`config.mk`:
```
export PLATFORM = sky130hd
export DESIGN_NAME = analog_route_control_regs
export DESIGN_NICKNAME = d
export VERILOG_FILES = /design/src/rtl/arc_pkg.sv /design/src/rtl/analog_route_control_regs.sv /design/src/rtl/arc_reg_byte.sv
export VERILOG_INCLUDE_DIRS = /design/src /design/src/rtl
export SDC_FILE = /design/constraint.sdc
export NUM_CORES = 1
export LEC_CHECK = 0
export BUFFER_PORTS_ARGS = -buffer_cell sky130_fd_sc_hd__buf_4
export CAP_MARGIN = 15
export CORE_ASPECT_RATIO = 2
export CORE_MARGIN = 3
export CORE_UTILIZATION = 45
export DETAILED_ROUTE_END_ITERATION = 6
export PLACE_DENSITY_LB_ADDON = 0.3
export RECOVER_POWER = 100
export SYNTH_ARGS = -nofsm -noshare
export SYNTH_HDL_FRONTEND = slang
export SYNTH_HIERARCHICAL = 1
export SYNTH_SLANG_ARGS = --single-unit
```
`constraint.sdc`:
```
create_clock -name mclk -period 2.42 [get_ports mclk]
set_input_delay 0.363 -clock mclk [delete_from_list [all_inputs] [get_ports mclk]]
set_output_delay 0.363 -clock mclk [all_outputs]
set_load 0.005 [all_outputs]
```
`src/rtl/arc_defines.svh`:
```
// Functional notes
// - Each headphone route bit, reset 0, joins one input channel to one headphone side when 1.
// - Headphone attenuation is five bits in 4 to 0, resets to 0 dB and acts only while unmuted.
// - The headphone mute bit, reset 0, silences the headphones and overrides the attenuation.
// - The headphone pull-down select, reset 0, shorts to ground, and 1 picks the weak pull-down.
// - Each line route bit, reset 0, joins one input channel to a line output when 1.
// - Mix bits 0, 2, 4 add pair averages 1 to 3 to the headphones, and bits 7 and 6 read 0.
// - Mix bits 1, 3, 5 add pair averages 1 to 3 to the line outputs, and they reset to 0.
// - Differential bit 0 makes pair 1 one differential input and routes it to the line outputs.
// - Diff bits 1 and 2 act only while bit 0 is set, reset to 0, and bits 7 to 3 read 0.
// - Each mono route bit, reset 0, adds a converter or input channel to the mono output.
// - Mono level has a four-bit attenuation and a mute bit in bit 4 that resets to 1.
// - The mono attenuation acts only while the mono mute bit is clear.
// - Mono level bit 5, reset 0, sets the converter-to-mono gain to 0 dB at 0 and +6 dB at 1.
// - Mono level bit 6 powers the mono stage, and at 0, the reset value, its pin floats.
// - While the power-down pin is low every field returns to its reset value.
`ifndef ARC_DEFINES_SVH
`define ARC_DEFINES_SVH
`define ARC_ADDR_HP_ROUTE    8'h0d
`define ARC_ADDR_HP_LEVEL    8'h0e
`define ARC_ADDR_LINE_ROUTE  8'h0f
`define ARC_ADDR_AVG_MIX     8'h10
`define ARC_ADDR_DIFF_SEL    8'h11
`define ARC_ADDR_MONO_ROUTE  8'h12
`define ARC_ADDR_MONO_LEVEL  8'h13
`define ARC_RST_HP_ROUTE     8'h00
`define ARC_RST_HP_LEVEL     8'h00
`define ARC_RST_LINE_ROUTE   8'h00
`define ARC_RST_AVG_MIX      8'h00
`define ARC_RST_DIFF_SEL     8'h00
`define ARC_RST_MONO_ROUTE   8'h00
`define ARC_RST_MONO_LEVEL   8'h10
`define ARC_MASK_HP_LEVEL    8'h7f
`define ARC_MASK_AVG_MIX     8'h3f
`define ARC_MASK_DIFF_SEL    8'h07
`define ARC_MASK_MONO_LEVEL  8'h7f
`define ARC_HP_MUTE_BIT      5
`define ARC_HP_PULL_BIT      6
`define ARC_MONO_MUTE_BIT    4
`define ARC_MONO_GAIN_BIT    5
`define ARC_MONO_PWR_BIT     6
`define ARC_DIFF_EN_BIT      0
`define ARC_DIFF_HP_BIT      1
`define ARC_DIFF_MONO_BIT    2
`endif

```
`src/rtl/arc_pkg.sv`:
```
package arc_pkg;
    typedef logic [7:0] arc_byte_t;
    typedef enum logic [2:0] {
        ARC_HP_ROUTE,
        ARC_HP_LEVEL,
        ARC_LINE_ROUTE,
        ARC_AVG_MIX,
        ARC_DIFF_SEL,
        ARC_MONO_ROUTE,
        ARC_MONO_LEVEL,
        ARC_NONE
    } arc_reg_sel_t;
endpackage : arc_pkg

```
`src/rtl/analog_route_control_regs.sv`:
```
// Local design decision: the address-and-strobe port.
`timescale 1ns/10ps
`include "arc_defines.svh"
module analog_route_control_regs
    import arc_pkg::*;
(
    // Clocking
    input  wire logic      mclk,
    input  wire logic      reset,
    input  wire logic      clkEn,
    // Power-down pin, active low
    input  wire logic      chip_powerdown_pin_n,
    // Register port
    input  wire logic [7:0] regAddr,
    input  wire arc_byte_t regWrData,
    input  wire logic      regWrStb,
    input  wire logic      regRdStb,
    output arc_byte_t      regRdData,
    // Headphone controls
    output logic [7:0]     hpRouteEn,
    output logic [2:0]     pairAvgToPhones,
    output logic           diffInToPhonesEn,
    output logic [4:0]     hp_attenuation_level,
    output logic           hp_silence,
    output logic           hp_weak_pulldown_sel,
    // Line output controls
    output logic [7:0]     lineRouteEn,
    output logic [2:0]     pairAvgToLine,
    output logic           diff_in_to_line_en,
    // Mono output controls
    output logic [7:0]     monoRouteEn,
    output logic           diffInToSingleOutEn,
    output logic [3:0]     mono_attenuation_level,
    output logic           mono_silence,
    output logic           mono_dac_gain_sel,
    output logic           mono_stage_power_on
);
    function automatic arc_reg_sel_t decode(input logic [7:0] addr);
        case (addr)
            `ARC_ADDR_HP_ROUTE:   decode = ARC_HP_ROUTE;
            `ARC_ADDR_HP_LEVEL:   decode = ARC_HP_LEVEL;
            `ARC_ADDR_LINE_ROUTE: decode = ARC_LINE_ROUTE;
            `ARC_ADDR_AVG_MIX:    decode = ARC_AVG_MIX;
            `ARC_ADDR_DIFF_SEL:   decode = ARC_DIFF_SEL;
            `ARC_ADDR_MONO_ROUTE: decode = ARC_MONO_ROUTE;
            `ARC_ADDR_MONO_LEVEL: decode = ARC_MONO_LEVEL;
            default:              decode = ARC_NONE;
        endcase
    endfunction : decode

    arc_reg_sel_t wrSel;
    arc_reg_sel_t rdSel;
    logic         powerDown;
    arc_byte_t    hpRoute;
    arc_byte_t    hpLevel;
    arc_byte_t    lineRoute;
    arc_byte_t    avgMix;
    arc_byte_t    diffSel;
    arc_byte_t    monoRoute;
    arc_byte_t    monoLevel;

    assign wrSel     = regWrStb ? decode(regAddr) : ARC_NONE;
    assign rdSel     = decode(regAddr);
    assign powerDown = ~chip_powerdown_pin_n;

    arc_reg_byte #(.RST_VAL(`ARC_RST_HP_ROUTE), .WR_MASK(8'hff)) uHpRoute (
        .mclk(mclk), .reset(reset), .clkEn(clkEn), .powerDown(powerDown),
        .wrEn(wrSel == ARC_HP_ROUTE), .wrData(regWrData), .value(hpRoute)
    );
    arc_reg_byte #(.RST_VAL(`ARC_RST_HP_LEVEL), .WR_MASK(`ARC_MASK_HP_LEVEL)) uHpLevel (
        .mclk(mclk), .reset(reset), .clkEn(clkEn), .powerDown(powerDown),
        .wrEn(wrSel == ARC_HP_LEVEL), .wrData(regWrData), .value(hpLevel)
    );
    arc_reg_byte #(.RST_VAL(`ARC_RST_LINE_ROUTE), .WR_MASK(8'hff)) uLineRoute (
        .mclk(mclk), .reset(reset), .clkEn(clkEn), .powerDown(powerDown),
        .wrEn(wrSel == ARC_LINE_ROUTE), .wrData(regWrData), .value(lineRoute)
    );
    arc_reg_byte #(.RST_VAL(`ARC_RST_AVG_MIX), .WR_MASK(`ARC_MASK_AVG_MIX)) uAvgMix (
        .mclk(mclk), .reset(reset), .clkEn(clkEn), .powerDown(powerDown),
        .wrEn(wrSel == ARC_AVG_MIX), .wrData(regWrData), .value(avgMix)
    );
    arc_reg_byte #(.RST_VAL(`ARC_RST_DIFF_SEL), .WR_MASK(`ARC_MASK_DIFF_SEL)) uDiffSel (
        .mclk(mclk), .reset(reset), .clkEn(clkEn), .powerDown(powerDown),
        .wrEn(wrSel == ARC_DIFF_SEL), .wrData(regWrData), .value(diffSel)
    );
    arc_reg_byte #(.RST_VAL(`ARC_RST_MONO_ROUTE), .WR_MASK(8'hff)) uMonoRoute (
        .mclk(mclk), .reset(reset), .clkEn(clkEn), .powerDown(powerDown),
        .wrEn(wrSel == ARC_MONO_ROUTE), .wrData(regWrData), .value(monoRoute)
    );
    arc_reg_byte #(.RST_VAL(`ARC_RST_MONO_LEVEL), .WR_MASK(`ARC_MASK_MONO_LEVEL)) uMonoLevel (
        .mclk(mclk), .reset(reset), .clkEn(clkEn), .powerDown(powerDown),
        .wrEn(wrSel == ARC_MONO_LEVEL), .wrData(regWrData), .value(monoLevel)
    );

    // Read data and derived control outputs, all registered.
    arc_byte_t  rdData_r,       rdData_nxt;
    logic [7:0] hpRoute_r,      hpRoute_nxt;
    logic [2:0] avgPh_r,        avgPh_nxt;
    logic       diffPh_r,       diffPh_nxt;
    logic [4:0] hpAtt_r,        hpAtt_nxt;
    logic       hpMute_r,       hpMute_nxt;
    logic       hpPull_r,       hpPull_nxt;
    logic [7:0] lineRoute_r,    lineRoute_nxt;
    logic [2:0] avgLine_r,      avgLine_nxt;
    logic       diffLine_r,     diffLine_nxt;
    logic [7:0] monoRoute_r,    monoRoute_nxt;
    logic       diffMono_r,     diffMono_nxt;
    logic [3:0] monoAtt_r,      monoAtt_nxt;
    logic       monoMute_r,     monoMute_nxt;
    logic       monoGain_r,     monoGain_nxt;
    logic       monoPwr_r,      monoPwr_nxt;

    always_comb begin
        rdData_nxt = 8'h00;
        if (regRdStb) begin
            case (rdSel)
                ARC_HP_ROUTE:   rdData_nxt = hpRoute;
                ARC_HP_LEVEL:   rdData_nxt = hpLevel;
                ARC_LINE_ROUTE: rdData_nxt = lineRoute;
                ARC_AVG_MIX:    rdData_nxt = avgMix;
                ARC_DIFF_SEL:   rdData_nxt = diffSel;
                ARC_MONO_ROUTE: rdData_nxt = monoRoute;
                ARC_MONO_LEVEL: rdData_nxt = monoLevel;
                default:        rdData_nxt = 8'h00;
            endcase
        end
        hpRoute_nxt   = hpRoute;
        avgPh_nxt     = {avgMix[4], avgMix[2], avgMix[0]};
        avgLine_nxt   = {avgMix[5], avgMix[3], avgMix[1]};
        diffLine_nxt  = diffSel[`ARC_DIFF_EN_BIT];
        diffPh_nxt    = diffSel[`ARC_DIFF_EN_BIT] & diffSel[`ARC_DIFF_HP_BIT];
        diffMono_nxt  = diffSel[`ARC_DIFF_EN_BIT] & diffSel[`ARC_DIFF_MONO_BIT];
        hpMute_nxt    = hpLevel[`ARC_HP_MUTE_BIT];
        hpAtt_nxt     = hpLevel[`ARC_HP_MUTE_BIT] ? 5'h00 : hpLevel[4:0];
        hpPull_nxt    = hpLevel[`ARC_HP_PULL_BIT];
        lineRoute_nxt = lineRoute;
        monoRoute_nxt = monoRoute;
        monoMute_nxt  = monoLevel[`ARC_MONO_MUTE_BIT];
        monoAtt_nxt   = monoLevel[`ARC_MONO_MUTE_BIT] ? 4'h0 : monoLevel[3:0];
        monoGain_nxt  = monoLevel[`ARC_MONO_GAIN_BIT];
        monoPwr_nxt   = monoLevel[`ARC_MONO_PWR_BIT];
    end

    always_ff @(posedge mclk or posedge reset) begin
        if (reset) begin
            rdData_r    <= 8'h00;
            hpRoute_r   <= 8'h00;
            avgPh_r     <= 3'h0;
            diffPh_r    <= 1'b0;
            hpAtt_r     <= 5'h00;
            hpMute_r    <= 1'b0;
            hpPull_r    <= 1'b0;
            lineRoute_r <= 8'h00;
            avgLine_r   <= 3'h0;
            diffLine_r  <= 1'b0;
            monoRoute_r <= 8'h00;
            diffMono_r  <= 1'b0;
            monoAtt_r   <= 4'h0;
            monoMute_r  <= 1'b1;
            monoGain_r  <= 1'b0;
            monoPwr_r   <= 1'b0;
        end else if (clkEn) begin
            rdData_r    <= rdData_nxt;
            hpRoute_r   <= hpRoute_nxt;
            avgPh_r     <= avgPh_nxt;
            diffPh_r    <= diffPh_nxt;
            hpAtt_r     <= hpAtt_nxt;
            hpMute_r    <= hpMute_nxt;
            hpPull_r    <= hpPull_nxt;
            lineRoute_r <= lineRoute_nxt;
            avgLine_r   <= avgLine_nxt;
            diffLine_r  <= diffLine_nxt;
            monoRoute_r <= monoRoute_nxt;
            diffMono_r  <= diffMono_nxt;
            monoAtt_r   <= monoAtt_nxt;
            monoMute_r  <= monoMute_nxt;
            monoGain_r  <= monoGain_nxt;
            monoPwr_r   <= monoPwr_nxt;
        end
    end

    assign regRdData              = rdData_r;
    assign hpRouteEn              = hpRoute_r;
    assign pairAvgToPhones        = avgPh_r;
    assign diffInToPhonesEn       = diffPh_r;
    assign hp_attenuation_level   = hpAtt_r;
    assign hp_silence             = hpMute_r;
    assign hp_weak_pulldown_sel   = hpPull_r;
    assign lineRouteEn            = lineRoute_r;
    assign pairAvgToLine          = avgLine_r;
    assign diff_in_to_line_en     = diffLine_r;
    assign monoRouteEn            = monoRoute_r;
    assign diffInToSingleOutEn    = diffMono_r;
    assign mono_attenuation_level = monoAtt_r;
    assign mono_silence           = monoMute_r;
    assign mono_dac_gain_sel      = monoGain_r;
    assign mono_stage_power_on    = monoPwr_r;
endmodule : analog_route_control_regs

```
`src/rtl/arc_reg_byte.sv`:
```
`timescale 1ns/10ps
// One control byte with a write mask; masked bits always hold 0.
module arc_reg_byte
    import arc_pkg::*;
#(
    parameter arc_byte_t RST_VAL = 8'h00,
    parameter arc_byte_t WR_MASK = 8'hff
) (
    // Clocking
    input  wire logic      mclk,
    input  wire logic      reset,
    input  wire logic      clkEn,
    input  wire logic      powerDown,
    // Write port
    input  wire logic      wrEn,
    input  wire arc_byte_t wrData,
    // Stored value
    output arc_byte_t      value
);
    arc_byte_t value_r;
    arc_byte_t value_nxt;

    always_comb begin
        value_nxt = value_r;
        if (powerDown) begin
            value_nxt = RST_VAL;
        end else if (wrEn) begin
            value_nxt = wrData & WR_MASK;
        end
    end

    always_ff @(posedge mclk or posedge reset) begin
        if (reset) begin
            value_r <= RST_VAL;
        end else if (clkEn) begin
            value_r <= value_nxt;
        end
    end

    assign value = value_r;
endmodule : arc_reg_byte

```
### Yosys cells after proc, flatten, opt, wreduce, memory -nomap -nowiden

Index checks and enable logic that the tools add are counted.

| word-level totals | value |
|---|---|
| word-level logic and storage cells | 80 |
| register bits after elaboration | 111 |
| input bits | 22 |
| output and inout port bits | 55 |

| operators by class | value |
|---|---|
| equal/unequal tests | 26 |
| bitwise logic cells | 2 |
| reduce and logical (&&, ||, !) cells | 9 |
| multiplexer cells | 20 |

Operators by type and width:

| operator | number |
|---|---|
| $mux 8 | 15 |
| $pmux 8 s7 | 1 |
| $eq 8x5->1 const B | 4 |
| $eq 8x4->1 const B | 3 |
| $pmux 3 s7 | 1 |
| $eq 3x3->1 const B | 6 |
| $ne 2x1->1 const B | 7 |
| $reduce_and 2->1 | 7 |
| $eq 3x2->1 const B | 4 |
| $eq 3x1->1 const B | 2 |
| $logic_not 3->1 | 2 |
| $mux 5 | 1 |
| $mux 4 | 1 |
| $mux 3 | 1 |
| $and 1x1->1 | 2 |

### Logic depth before layout (Yosys ltp)

| depth | value |
|---|---|
| word-level depth | 6 |
| gate-level depth with buffers | 8 |

### By module

Netlist, hierarchy kept.

Modules (own cells, without submodules):

| module | area each (sq um) | cells an instance | times used |
|---|---|---|---|
| analog_route_control_regs | 2,595.0 | 205 | 1 |
| arc_reg_byte at uHpRoute ... | 345.3 | 26 | 3 |
| arc_reg_byte at uMonoLevel | 336.6 | 30 | 1 |
| arc_reg_byte at uHpLevel | 331.6 | 30 | 1 |
| arc_reg_byte at uAvgMix | 282.8 | 25 | 1 |
| arc_reg_byte at uDiffSel | 178.9 | 18 | 1 |

### Least setup slack after synthesis

Ideal clock, no wire load.

| path | value |
|---|---|
| path kind | input-to-reg |
| start point | input regAddr[2] |
| end point | register uAvgMix.value_r[5] (netlist: uAvgMix/value[5]) |
| buffers on the path | 2 |
| setup slack | 0.451 ns |
| stages | 8 |
| arrival time | 1.848 ns |
| cells stage by stage | nor3b_1 -> and2_1 -> buf_4 -> buf_4 -> nand2_1 -> nor3_1 -> o21ai_1 -> a32o_1 |

| between the ends | value |
|---|---|
| longest elaborated chain between the ends | 6 |
| elaborated cells between the ends (all ways) | 12 |

RTL lines:

| element | RTL line | RTL |
|---|---|---|
| start: declaration | analog_route_control_regs.sv:14 | `input wire logic [7:0] regAddr,` |
| $eq 8x5->1 / $eq 8x4->1 (equally long branches) | analog_route_control_regs.sv:39 | `case (addr)` |
| $pmux 3 s7 * | analog_route_control_regs.sv:39 |  |
| $mux 3 * | analog_route_control_regs.sv:62 | `assign wrSel = regWrStb ? decode(regAddr) : ARC_NONE;` |
| $eq 3x2->1 * | analog_route_control_regs.sv:80 | `.wrEn(wrSel == ARC_AVG_MIX), .wrData(regWrData), .value(avgMix)` |
| $ne 2x1->1 (no source line) * | -- |  |
| $reduce_and 2->1 (no source line) * | -- |  |
| end signal: assignment | arc_reg_byte.sv:36 | `value_r <= value_nxt;` |
| end: declaration | arc_reg_byte.sv:20 | `arc_byte_t value_r;` |

Every way passes the cells marked *; elsewhere a longest branch is shown, timed or not.
A chain may end at the register's enable or synchronous reset.

### Worst setup path in the final report

| path | value |
|---|---|
| start point | input regAddr[5] |
| end point | register uMonoLevel.value_r[0] (netlist: uMonoLevel/value[0]) |

| between the ends | value |
|---|---|
| longest elaborated chain between the ends | 6 |
| elaborated cells between the ends (all ways) | 12 |

RTL lines:

| element | RTL line | RTL |
|---|---|---|
| $eq 8x5->1 / $eq 8x4->1 (equally long branches) | analog_route_control_regs.sv:39 |  |
| $pmux 3 s7 * | analog_route_control_regs.sv:39 |  |
| $mux 3 * | analog_route_control_regs.sv:62 |  |
| $eq 3x3->1 * | analog_route_control_regs.sv:92 | `.wrEn(wrSel == ARC_MONO_LEVEL), .wrData(regWrData), .value(monoLevel)` |
| $ne 2x1->1 (no source line) * | -- |  |
| $reduce_and 2->1 (no source line) * | -- |  |
| end signal: assignment | arc_reg_byte.sv:36 |  |
| end: declaration | arc_reg_byte.sv:20 |  |

Marked as above.

==> out/results.ini <==
[run_status]
status = completed

[pwr]
combPwrFrac_pct = 9.4
swShare_pct = 24.4
intPower_uw = 2760
clkPwrFrac_pct = 40.5
p_seq_share_pct = 50.2
peakVddDrop_mv = 0.345
p_leak_uw = 0.00284
power_switching_uw = 889
power.density_mw_per_mm2 = 635

[global_route]
grt-ovfl-total = 0
grt_first_pass_wirelength_um = 18900
grt_max_degree = 68
grt.total_usage_pct = 21.1
grt_antenna_before_repair = 0
grt_pass1_vias = 3518

[final_layout]
multi_input_area_sq_mm = 0.00197
regArea_sq_mm = 0.00255
fillerInstances = 893
diodes = 0
drive_above_1_share_pct = 30.2
fin_nets = 484
syn2layout_area_growth_pct = 20.5
final_util_pct = 56.1

[logic_synthesis]
synth.top_cells.by_count = dfrtp_1, a22o_1, mux2_2, inv_1, a22oi_1
syn_inst = 386
synth_area_sq_mm = 0.00476
synth-seq-cells = 102
synth_area_per_cell_sq_um = 12.3
synth-edff-count = 0
synthMostInstantiatedCell = dfrtp_1
async_reset_ff_share_pct = 100
yosysTopAreaCellShare_pct = 52.6
synthFlopType = dfrtp_1
synth_top_area_cell = dfrtp_1
ys_seq_area_share_pct = 53.7
yosys_warnings = 6
ys_types = 44
synth_area_leaders = dfrtp_1, mux2_2, a22o_1

[routing]
vias_per_cell = 5.88
wl_um = 12100
drc = 0
drtIter0Drc = 255
postRouteAntennaNets = 0
vias = 3537
first_pass_iters = 5
wl_per_cell_um = 20.1

[clocking]
hold_buffers = 1
numCtsBuffers = 9
htreeDepth = 3
tritoncts = built
cts_root_buf = clkbuf_16
clk_pin_slew_worst_paths_ns = 0.07
clock_sinks = 102
post_cts_buffers = 0
cts_resized = 0
clk_latency_ns = 0.35
cts_buffer_depth = 2

[floorplan]
fp-row-count = 52
die_area_sq_mm = 0.0119
die_y_um = 151
io_pins = 77
start_util_pct = 46.6
core-area_sq_mm = 0.0102
fp.dieW_um = 78.7

[sta]
tightestPinTransition_ns = 0.576
period_share_pct = 79.6
maxSlewHeadroom_pct = 61.6
timing.fmax_ghz = 0.519
hold_viol = 0
hold_slack_ns = 0.338
fin_setup_tns_ns = 0
finalCriticalPeriod_ns = 1.93
slew_viol_final = 0
finalSetupViolCount = 0
finalClockSkew_ns = 0.0101
fin_ws_ns = 0.495
rsz0062_at_grt = false

[critical_path]
endpoint_kind = register
rr_startpoint = uAvgMix/value[1]$_DFFE_PP0P_
reg2reg_slack_ns = 1.22
critPathKind = in2reg
cp.arrival_ns = 2.16
critPathMaxFanout = 9
cp.required_ns = 2.66
cp-startpoint = regAddr[5]
startpoint_type = input port

[worst_hold_path]
min_path_type = in2reg
holdCritStartpoint = regWrData[6]

[placed_design]
io_buffers = 76
dp_slack_ns = 0.442
dp_hpwl_um = 8770
gp_congestion = 0.921

[run]
cap_viol_max_count = 0

==> cell type report <==
cell class	instances	share of cell area, %
sequential	102	44.5
timing repair buffer	87	11.5
clock inverter	6	1.18
clock buffer	10	4.17
inverter	20	1.31
tap	135	2.95
multi-input combinational	242	34.4
==> worst paths after layout <==
kind	endpoint	cells past startpoint
setup / recovery	uMonoLevel/value[0]$_DFFE_PP0P_	8
hold / removal	uHpRoute/value[6]$_DFFE_PP0P_	2
setup reg to reg	regRdData[1]$_DFFE_PP0P_	4
hold reg to reg	hp_attenuation_level[3]$_DFFE_PP0P_	1
max in group asynchronous	mono_silence$_DFFE_PP1P_	4
min in group asynchronous	uDiffSel/value[1]$_DFFE_PP0P_	3
==> power by group through the flow <==
| stage | clock network [uW] | logic [uW] | registers, uW |
|---|---|---|---|
| after floorplan | 0 | 201 | 1840 |
| after global placement | 0 | 333 | 1860 |
| after detailed placement | 0 | 345 | 1860 |
| after CTS | 1500 | 350 | 1830 |
| after global routing | 1570 | 374 | 1840 |
| final | 1470 | 342 | 1830 |
==> state kept, by name (all words and copies together) (netlist names), 7 cells and up <==
signal,cells
monoRouteEn,8
uLineRoute/value,8
uMonoLevel/value,7
uHpLevel/value,7
regRdData,8
uMonoRoute/value,8
lineRouteEn,8
hpRouteEn,8
uHpRoute/value,8
==> placed cells by master, fill, tap and decap left out, types with 8 or more instances in the layout <==
master,instances
mux2i_1,8
conb_1,9
nor2_1,8
dfrtp_1,100
nand3_1,9
mux2_2,36
and4b_1,9
inv_1,20
a22o_1,43
o2bb2ai_1,8
nand2_1,11
a22oi_1,15
a211o_1,9
clkbuf_16,9
nor2b_1,11
o221ai_1,12
buf_4,24
clkbuf_4,54
==> critical path: stages <==
cell and delay (ns):
clkbuf_1 0.10, nor3_4 0.25, and2_0 0.40, nand2_1 0.17
nor2_1 0.12, clkbuf_1 0.29, o21ai_1 0.19, a22o_1 0.28
==> cell families (layout without fill, tap and decap cells) <==
group,after synthesis,count (layout),synth area share (%)
buf+inv,47,123,5.31
flops,102,102,53.7
compound gates,106,106,18.6
mux,44,44,10.2
simple gates,83,83,11.9
other cells,4,9,0.315
==> metrics by stage <==
step                      cells  power (uW)  instance area (sq um)
after floorplan             391        2040                   4780
after global placement      585        2190                   5440
after detailed placement    585        2210                   5440
after CTS                   602        3680                   5760
after global routing        602        3780                   5740
final                       602        3640                   5740
==> routing by layer <==
metal  global-route usage, %  wire, um
met1                    25.3      4740
met3                    3.55       530
met2                    36.2      6350
met4                    10.8       476
met5                       0         0
(Power assumes the default switching activity.)
